==> src/pfps_pkg_sync.sv <==
// Constants, carrier types and the link input synchroniser
`timescale 1ns/1ps
// ****************************************************************
// Package
// ****************************************************************
package pfps_pkg;
  localparam logic [31:0] BUFFER_RAM_BASE = 32'h1400_0000;
  localparam int CLK_PERIOD_NS = 4;
  localparam int LOCKUP_TIME_NS = 4000;
  localparam int LOCKUP_CYCLES =
    (LOCKUP_TIME_NS + CLK_PERIOD_NS - 1) / CLK_PERIOD_NS;
  localparam int ADDR_W = 24;
  localparam int LOCK_CNT_W = 12;
  localparam logic [7:0] CMD_READ_STATUS = 8'h05;
  localparam logic [7:0] CMD_WRITE_BUFFER = 8'h02;
  localparam logic [7:0] CMD_SECTION_PROGRAM = 8'h03;
  localparam logic [7:0] CMD_SECTOR_ERASE = 8'hD8;
  localparam logic [7:0] CMD_MASS_ERASE = 8'hC7;
  localparam logic [7:0] CMD_MODE_EEPROM = 8'h20;
  localparam logic [7:0] CMD_MODE_RAM = 8'h21;
  localparam logic [7:0] CMD_SWAP = 8'h30;
  localparam logic [7:0] CMD_CLEAR_FLAGS = 8'h40;
  localparam int ST_BIT_WIP = 0;
  localparam int ST_BIT_EEPROM = 1;
  localparam int ST_BIT_LOCKED = 2;
  localparam int ST_BIT_PRIV = 3;
  localparam int ST_BIT_ACCERR = 4;
  localparam int ST_BIT_SWAP_PEND = 5;
  localparam int ST_BIT_SWAP_ACT = 6;
  localparam int FLASH_BLOCK_BIT = 23;
  localparam int SECTOR_LSB = 12;
  localparam logic [11:0] SWAP_IND_SECTOR = 12'h7FF;
  localparam logic [1:0] SWAP_ST_UNINIT = 2'h0;
  localparam logic RST_EEPROM_MODE = 1'b0;
  localparam logic RST_SWAP = 1'b0;

  typedef enum logic [1:0] {
    PFPS_OP_PROGRAM = 2'b00,
    PFPS_OP_ERASE = 2'b01,
    PFPS_OP_MASS = 2'b10
  } pfps_op_t;

  typedef struct packed {
    logic valid;
    pfps_op_t op;
    logic [23:0] addr;
  } pfps_flash_cmd_t;

  typedef struct packed {
    logic valid;
    logic [31:0] addr;
    logic [7:0] data;
  } pfps_ram_wr_t;
endpackage

// ****************************************************************
// Two-flop synchroniser
// ****************************************************************
module pfps_sync #(
  parameter int W = 1,
  parameter logic [W-1:0] RST_VAL = '0
) (
  input wire logic sys_clk_i,
  input wire logic sys_rst_i,
  input wire logic [W-1:0] d_i,
  output logic [W-1:0] q_o
);
  logic [W-1:0] meta_r;
  logic [W-1:0] sync_r;

  always_ff @(posedge sys_clk_i) begin
    if (sys_rst_i) begin
      meta_r <= RST_VAL;
      sync_r <= RST_VAL;
    end else begin
      meta_r <= d_i;
      sync_r <= meta_r;
    end
  end

  assign q_o = sync_r;
endmodule

==> src/pfps_seq.sv <==
// Target-side serial programming port sequencer with swap and security
`timescale 1ns/1ps
module pfps_seq
  import pfps_pkg::*;
#(
  parameter int LOCKUP_CNT = LOCKUP_CYCLES
) (
  input wire logic sys_clk_i,
  input wire logic sys_rst_i,
  input wire logic prog_port_clock_i,
  input wire logic prog_port_select_n_i,
  input wire logic prog_port_data_in_i,
  output logic prog_port_data_out_o,
  input wire logic cfg_secure_i,
  input wire logic cfg_mass_erase_dis_i,
  input wire logic cfg_backdoor_dis_i,
  input wire logic swap_enable_i,
  input wire logic [1:0] swap_state_i,
  input wire logic boot_i,
  input wire logic flash_blank_i,
  input wire logic core_halt_req_i,
  output pfps_pkg::pfps_flash_cmd_t flash_cmd_o,
  input wire logic command_complete_flag_i,
  output pfps_pkg::pfps_ram_wr_t buffer_ram_wr_o,
  output logic buffer_ram_eeprom_mode_o,
  output logic flash_block_swap_o,
  output logic write_in_progress_o,
  output logic privilege_violation_o,
  output logic access_error_o,
  output logic prog_locked_o,
  output logic core_lockup_reset_o
);
  import pfps_pkg::*;

  // ****************************************************************
  // Link input synchronisation and edge detection
  // ****************************************************************
  logic [2:0] link_q;
  logic s_clk;
  logic s_sel_n;
  logic s_din;
  logic clk_d_r;
  logic rise;
  logic fall;

  pfps_sync #(.W(3), .RST_VAL(3'h2)) u_sync (
    .sys_clk_i(sys_clk_i),
    .sys_rst_i(sys_rst_i),
    .d_i({prog_port_clock_i, prog_port_select_n_i, prog_port_data_in_i}),
    .q_o(link_q)
  );

  assign s_clk = link_q[2];
  assign s_sel_n = link_q[1];
  assign s_din = link_q[0];

  always_ff @(posedge sys_clk_i) begin
    if (sys_rst_i) begin
      clk_d_r <= 1'b0;
    end else begin
      clk_d_r <= s_clk;
    end
  end

  assign rise = s_clk & ~clk_d_r;
  assign fall = ~s_clk & clk_d_r;

  // ****************************************************************
  // Command state machine
  // ****************************************************************
  typedef enum logic [2:0] {
    PFPS_IDLE = 3'b000,
    PFPS_ADDR = 3'b001,
    PFPS_DATA = 3'b010,
    PFPS_STAT = 3'b011,
    PFPS_DONE = 3'b100
  } pfps_state_t;

  pfps_state_t st_r, st_nxt;
  logic [7:0] cmd_r, cmd_nxt;
  logic [4:0] cnt_r, cnt_nxt;
  logic [23:0] addr_r, addr_nxt;
  logic [7:0] data_r, data_nxt;
  logic [7:0] tx_r, tx_nxt;
  logic dout_r, dout_nxt;
  logic busy_r, busy_nxt;
  logic eeprom_r, eeprom_nxt;
  logic priv_r, priv_nxt;
  logic accerr_r, accerr_nxt;
  logic swp_pend_r, swp_pend_nxt;
  logic swp_act_r, swp_act_nxt;
  pfps_flash_cmd_t fcmd_r, fcmd_nxt;
  pfps_ram_wr_t rwr_r, rwr_nxt;
  logic locked;
  logic [7:0] status;
  logic [7:0] cmd_in;
  logic [23:0] addr_in;
  logic [7:0] data_in;

  assign locked = cfg_secure_i & cfg_mass_erase_dis_i
                  & cfg_backdoor_dis_i;
  assign cmd_in = {cmd_r[6:0], s_din};
  assign addr_in = {addr_r[22:0], s_din};
  assign data_in = {data_r[6:0], s_din};

  always_comb begin
    status = 8'h00;
    status[ST_BIT_WIP] = busy_r;
    status[ST_BIT_EEPROM] = eeprom_r;
    status[ST_BIT_LOCKED] = locked;
    status[ST_BIT_PRIV] = priv_r;
    status[ST_BIT_ACCERR] = accerr_r;
    status[ST_BIT_SWAP_PEND] = swp_pend_r;
    status[ST_BIT_SWAP_ACT] = swp_act_r;
  end

  always_comb begin
    st_nxt = st_r;
    cmd_nxt = cmd_r;
    cnt_nxt = cnt_r;
    addr_nxt = addr_r;
    data_nxt = data_r;
    tx_nxt = tx_r;
    dout_nxt = dout_r;
    busy_nxt = busy_r;
    eeprom_nxt = eeprom_r;
    priv_nxt = priv_r;
    accerr_nxt = accerr_r;
    swp_pend_nxt = swp_pend_r;
    swp_act_nxt = swp_act_r;
    fcmd_nxt = fcmd_r;
    fcmd_nxt.valid = 1'b0;
    rwr_nxt = rwr_r;
    rwr_nxt.valid = 1'b0;
    if (busy_r && command_complete_flag_i) begin
      busy_nxt = 1'b0;
    end
    if (boot_i) begin
      swp_act_nxt = swp_pend_r;
    end
    if (s_sel_n) begin
      st_nxt = PFPS_IDLE;
      cnt_nxt = 5'h00;
      cmd_nxt = 8'h00;
    end else if (rise) begin
      cnt_nxt = cnt_r + 5'h01;
      case (st_r)
        PFPS_IDLE: begin
          cmd_nxt = cmd_in;
          if (cnt_r == 5'h07) begin
            cnt_nxt = 5'h00;
            st_nxt = PFPS_DONE;
            case (cmd_in)
              CMD_READ_STATUS: begin
                tx_nxt = status;
                st_nxt = PFPS_STAT;
              end
              CMD_WRITE_BUFFER, CMD_SECTION_PROGRAM,
              CMD_SECTOR_ERASE: begin
                st_nxt = PFPS_ADDR;
              end
              CMD_MASS_ERASE: begin
                if (busy_r || locked) begin
                  accerr_nxt = 1'b1;
                end else begin
                  fcmd_nxt.valid = 1'b1;
                  fcmd_nxt.op = PFPS_OP_MASS;
                  fcmd_nxt.addr = 24'h000000;
                  busy_nxt = 1'b1;
                  swp_pend_nxt = 1'b0;
                end
              end
              CMD_MODE_EEPROM: begin
                if (busy_r) begin
                  accerr_nxt = 1'b1;
                end else begin
                  eeprom_nxt = 1'b1;
                end
              end
              CMD_MODE_RAM: begin
                if (busy_r) begin
                  accerr_nxt = 1'b1;
                end else begin
                  eeprom_nxt = 1'b0;
                end
              end
              CMD_SWAP: begin
                if (!swap_enable_i || locked || busy_r) begin
                  accerr_nxt = 1'b1;
                end else begin
                  swp_pend_nxt = ~swp_pend_r;
                end
              end
              CMD_CLEAR_FLAGS: begin
                priv_nxt = 1'b0;
                accerr_nxt = 1'b0;
              end
              default: begin
                st_nxt = PFPS_DONE;
              end
            endcase
          end
        end
        PFPS_ADDR: begin
          addr_nxt = addr_in;
          if (cnt_r == 5'h17) begin
            cnt_nxt = 5'h00;
            st_nxt = PFPS_DONE;
            if (cmd_r == CMD_WRITE_BUFFER) begin
              st_nxt = PFPS_DATA;
            end else if (busy_r || locked) begin
              accerr_nxt = 1'b1;
            end else if (cmd_r == CMD_SECTION_PROGRAM) begin
              if (eeprom_r) begin
                accerr_nxt = 1'b1;
              end else begin
                fcmd_nxt.valid = 1'b1;
                fcmd_nxt.op = PFPS_OP_PROGRAM;
                fcmd_nxt.addr = addr_in;
                fcmd_nxt.addr[FLASH_BLOCK_BIT] =
                  addr_in[FLASH_BLOCK_BIT] ^ swp_act_r;
                busy_nxt = 1'b1;
              end
            end else if (swap_enable_i && swap_state_i != SWAP_ST_UNINIT
                && addr_in[23:SECTOR_LSB] == SWAP_IND_SECTOR) begin
              priv_nxt = 1'b1;
            end else begin
              fcmd_nxt.valid = 1'b1;
              fcmd_nxt.op = PFPS_OP_ERASE;
              fcmd_nxt.addr = addr_in;
              fcmd_nxt.addr[FLASH_BLOCK_BIT] =
                addr_in[FLASH_BLOCK_BIT] ^ swp_act_r;
              busy_nxt = 1'b1;
            end
          end
        end
        PFPS_DATA: begin
          data_nxt = data_in;
          if (cnt_r == 5'h07) begin
            cnt_nxt = 5'h00;
            addr_nxt = addr_r + 24'h000001;
            if (busy_r || locked) begin
              accerr_nxt = 1'b1;
            end else begin
              rwr_nxt.valid = 1'b1;
              rwr_nxt.addr = BUFFER_RAM_BASE | {8'h00, addr_r};
              rwr_nxt.data = data_in;
            end
          end
        end
        PFPS_STAT: begin
          cnt_nxt = cnt_r;
        end
        default: begin
          cnt_nxt = cnt_r;
        end
      endcase
    end else if (fall && st_r == PFPS_STAT) begin
      dout_nxt = tx_r[7];
      tx_nxt = {tx_r[6:0], tx_r[7]};
    end
  end

  always_ff @(posedge sys_clk_i) begin
    if (sys_rst_i) begin
      st_r <= PFPS_IDLE;
      cmd_r <= 8'h00;
      cnt_r <= 5'h00;
      addr_r <= 24'h000000;
      data_r <= 8'h00;
      tx_r <= 8'h00;
      dout_r <= 1'b0;
      busy_r <= 1'b0;
      eeprom_r <= RST_EEPROM_MODE;
      priv_r <= 1'b0;
      accerr_r <= 1'b0;
      swp_pend_r <= RST_SWAP;
      swp_act_r <= RST_SWAP;
      fcmd_r <= '0;
      rwr_r <= '0;
    end else begin
      st_r <= st_nxt;
      cmd_r <= cmd_nxt;
      cnt_r <= cnt_nxt;
      addr_r <= addr_nxt;
      data_r <= data_nxt;
      tx_r <= tx_nxt;
      dout_r <= dout_nxt;
      busy_r <= busy_nxt;
      eeprom_r <= eeprom_nxt;
      priv_r <= priv_nxt;
      accerr_r <= accerr_nxt;
      swp_pend_r <= swp_pend_nxt;
      swp_act_r <= swp_act_nxt;
      fcmd_r <= fcmd_nxt;
      rwr_r <= rwr_nxt;
    end
  end

  // ****************************************************************
  // Core lockup reset of a blank, unhalted device
  // ****************************************************************
  logic [LOCK_CNT_W-1:0] lock_cnt_r, lock_cnt_nxt;
  logic lockup_r, lockup_nxt;

  always_comb begin
    lock_cnt_nxt = {LOCK_CNT_W{1'b0}};
    lockup_nxt = 1'b0;
    if (flash_blank_i && !core_halt_req_i) begin
      if (lock_cnt_r == LOCK_CNT_W'(LOCKUP_CNT - 1)) begin
        lockup_nxt = 1'b1;
      end else begin
        lock_cnt_nxt = lock_cnt_r + LOCK_CNT_W'(1);
      end
    end
  end

  always_ff @(posedge sys_clk_i) begin
    if (sys_rst_i) begin
      lock_cnt_r <= {LOCK_CNT_W{1'b0}};
      lockup_r <= 1'b0;
    end else begin
      lock_cnt_r <= lock_cnt_nxt;
      lockup_r <= lockup_nxt;
    end
  end

  // ****************************************************************
  // Outputs
  // ****************************************************************
  assign prog_port_data_out_o = dout_r;
  assign flash_cmd_o = fcmd_r;
  assign buffer_ram_wr_o = rwr_r;
  assign buffer_ram_eeprom_mode_o = eeprom_r;
  assign flash_block_swap_o = swp_act_r;
  assign write_in_progress_o = busy_r;
  assign privilege_violation_o = priv_r;
  assign access_error_o = accerr_r;
  assign prog_locked_o = locked;
  assign core_lockup_reset_o = lockup_r;
endmodule

==> config.mk <==
export PLATFORM = sky130hd
export DESIGN_NAME = pfps_seq
export DESIGN_NICKNAME = d
export VERILOG_FILES = /design/src/pfps_pkg_sync.sv /design/src/pfps_seq.sv
export SDC_FILE = /design/constraint.sdc
export NUM_CORES = 1
export LEC_CHECK = 0
export BUFFER_PORTS_ARGS = -buffer_cell sky130_fd_sc_hd__buf_2
export CAP_MARGIN = 20
export CORE_ASPECT_RATIO = 0.7
export CORE_UTILIZATION = 50
export CTS_BUF_LIST = sky130_fd_sc_hd__clkbuf_2
export DETAILED_ROUTE_END_ITERATION = 16
export GPL_ROUTABILITY_DRIVEN = 0
export PLACE_DENSITY_LB_ADDON = 0.08
export SLEW_MARGIN = 20
export SYNTH_ARGS = -nofsm -noshare
export SYNTH_HDL_FRONTEND = slang
export SYNTH_SLANG_ARGS = --single-unit
==> constraint.sdc <==
create_clock -name sys_clk_i -period 2.55 [get_ports sys_clk_i]
set_clock_uncertainty 0.1 [all_clocks]
set_input_delay 0.1275 -clock sys_clk_i [delete_from_list [all_inputs] [get_ports sys_clk_i]]
set_output_delay 0.1275 -clock sys_clk_i [all_outputs]
set_load 0.02 [all_outputs]
==> metrics.cfg <==
[run_status]
run_status=finished clean

[placed_design]
numPortBuffers=84
placed_cells=1064
place.detailed.hpwl_um=13400
place_area_mm2=0.00766

[timing]
fmaxAchievable_mhz=412
final-max-slew-violation-count=0
finalWorstPathRequiredPeriod_ns=2.43
finalHoldViolations=0
setup_violations=0
slew_worst_pin_ns=0.828
final_cycle_utilization_of_the_critical_path=0.952
slew-limit-headroom=0.448

[pwr]
power_leakage_nw=2.93
power.ir.vdd_worst_uv=277
power_per_cell_area_mw_per_mm2=461
seq_power_share=0.603
p_clk_frac=0.364
power.switching_fraction=0.261
internal-power_mw=2.76
power.share.combinational=0.033
switching_power_mw=0.974

[die]
std_cell_rows=35
coreArea_mm2=0.0134
die_height_um=101
die_w_um=144
die_area_mm2=0.0146
pin_count=91
start_util=0.525

[final_layout]
multi_input_comb_area_mm2=0.00374
ff_latch_area_mm2=0.00287
drive_gt1_frac=0.212
most-common-layout-cells=sky130_fd_sc_hd__dfxtp_1 (141), sky130_fd_sc_hd__nand2_1 (116), sky130_fd_sc_hd__buf_2 (83), sky130_fd_sc_hd__a21oi_1 (72), sky130_fd_sc_hd__nor2_1 (59)
syn_to_final_growth_pct=14.6
number_of_antenna_cells_inserted=0
finish.utilization=0.602
mostFrequentLayoutCell=sky130_fd_sc_hd__dfxtp_1
fin_nets=932
layout.cells.non_filler=1111
filler_cell_count=1214
finalInstanceArea_mm2=0.00809

[clocking]
cts-buffers-inserted=17
worst_setup_hold_path_clk_slew_ns=0.21
cts_htree_levels=4
clk_root_buffer_cell=sky130_fd_sc_hd__clkbuf_2
clock_tree.buffer_depth=2
tritoncts=done
clock_sink_count=143
worstSkewPairLatency_ns=0.70

[worst_setup_path]
crit_arrival_ns=2.94
cp_slowest_stage_delay_ns=0.56
critical_path.endpoint_type=register
standard_cell_with_the_maximum_stage_delay_on_the_critical_path=sky130_fd_sc_hd__dlygate4sd3_1
worstPathRequired_ns=3.07
crit_path_start=st_r[2]
path_cells=buf_4, nor3_2, buf_6, nand4_1, or3_1, dlygate4sd3_1, a21oi_1
crit_buf_inv=3
cp_delay_by_family_top=buffers and inverters
critical_path.reg2reg.startpoint=st_r[2]
critical_path.startpoint_type=register
path_class=register to register
maximum_fanout_along_the_worst_path=12

[worst_hold_path]
start_point_of_the_worst_hold_path=prog_port_select_n_i
worstHoldPathType=input pin to register

[routing]
detail_route.drc_violations=0
ant_nets=0
detailroute.via_count=6421
drt-vias-per-instance=5.78
drt_first_iter_violations=714
drt-pass1-iter-count=5
final_wirelength_um=19000
drt-wirelength-per-cell_um=17.1

[job]
maxcap_viol_count=0

[synthesis]
synth_cell_area_mm2=0.00706
yosys_register_bits=143
sequential_area_share_after_synthesis=0.405
ys_dominant_reg_cell=sky130_fd_sc_hd__dfxtp_1
syn_inst=821
synth-async-reset-ratio=0
post_synth_num_cell_types=86
synth-edff-count=0
total_of_warnings_raised_by_yosys=0
syn_avg_cell_area_um2=8.60

[grt]
grt_max_degree=98
number_of_global_route_vias_before_repair=5827
wire_length_of_the_first_global_routing_pass_um=30400
antenna_found_initial=0
global_route.overflow_total=0
grtUsageTotal=0.269

synth_stat cells, types with 13 or more instances:
master	number	area, um2
sky130_fd_sc_hd__a21oi_1	72	360
sky130_fd_sc_hd__buf_4	13	97.6
sky130_fd_sc_hd__clkbuf_1	33	124
sky130_fd_sc_hd__dfxtp_1	143	2860
sky130_fd_sc_hd__mux2i_1	40	400
sky130_fd_sc_hd__nand2_1	116	435
sky130_fd_sc_hd__nand2b_1	36	225
sky130_fd_sc_hd__nand3_1	32	160
sky130_fd_sc_hd__nand4b_1	25	219
sky130_fd_sc_hd__nor2_1	59	221
sky130_fd_sc_hd__nor3_1	14	70.1
sky130_fd_sc_hd__o21ai_0	23	115
power groups by stage:
| stage | logic (mW) | clock network, mW | registers [mW] |
|---|---|---|---|
| after CTS | 0.121 | 1.38 | 2.25 |
| after global routing | 0.134 | 1.48 | 2.25 |
| after global placement | 0.105 | 0 | 2.29 |
| final | 0.122 | 1.36 | 2.25 |
| after detailed placement | 0.107 | 0 | 2.29 |
| after floorplan | 0.0862 | 0 | 2.29 |
cell type report:
| cell class | count | share of cell area |
|---|---|---|
| well taps | 185 | 0.0286 |
| repair buffers | 146 | 0.121 |
| clock inverters | 14 | 0.0193 |
| multi-input cells | 598 | 0.463 |
| inverters | 8 | 0.00371 |
| flip-flops and latches | 143 | 0.354 |
| clock buffers | 17 | 0.0105 |
tightest hold or removal path: cells and delay by family:
family        cells  cell delay (ns)
simple gates      1             0.09
buf+inv           2             0.61
flip-flops by register name, summed over array words and instances (netlist names), 3 cells and up:
| name | flops |
|---|---|
| cnt_r | 5 |
| u_sync.meta_r | 3 |
| flash_cmd_o | 27 |
| data_r | 7 |
| u_sync.q_o | 3 |
| tx_r | 8 |
| buffer_ram_wr_o | 34 |
| st_r | 3 |
| cmd_r | 8 |
| lock_cnt_r | 12 |
| addr_r | 24 |
worst paths after layout:
| kind | slack (ns) | end | depth (start not counted) |
|---|---|---|---|
| worst max-delay path | 0.12 | swp_pend_r | 7 |
| worst min-delay path | 0.05 | u_sync.meta_r[1] | 3 |
| worst min register to register | 0.34 | u_sync.q_o[1] | 1 |
| worst max register to register | 0.12 | swp_pend_r | 7 |
cells by family after synthesis:
family / synth area share
DFF: 0.405
buffers and inverters: 0.0711
other: 0.000531
xor gates and xnor gates: 0.0161
adders and majority gates: 0.00532
muxes: 0.0567
AOI/OAI and AO/OA: 0.158
and+or+nand+nor: 0.287
repair_timing:
| item | in CTS | in global routing |
|---|---|---|
| hold buffers | 15 | 0 |
| gates resized for setup | 0 | 6 |
| hold endpoints to repair | 45 | 0 |
| buffers inserted | 0 | 1 |
| setup endpoints to repair | 0 | 2 |
through the flow:
step	power (mW)	hold WS [ns]	setup slack (ns)	setup TNS, ns
finish	3.73	0.0527	0.122	0
global placement	2.40	0.219	0.328	0
detailed placement	2.40	0.224	0.250	0
global route	3.87	0.0183	-0.0193	-0.0193
floorplan	2.38	0.131	0.379	0
CTS	3.76	0.00608	0.0222	0
per-layer routing:
layer | share of wire | track usage | routed length [um] | up-vias
met1 | 0.50 | 0.411 | 9440 | 2986
met3 | 0.087 | 0.0605 | 1660 | 23
met4 | 0.0099 | 0.0736 | 189 | 0
met2 | 0.41 | 0.370 | 7720 | 303
met5 | 0 | 0 | 0 | -
li1 | - | - | - | 3109
Note: power is estimated with default switching activity, not from simulation.
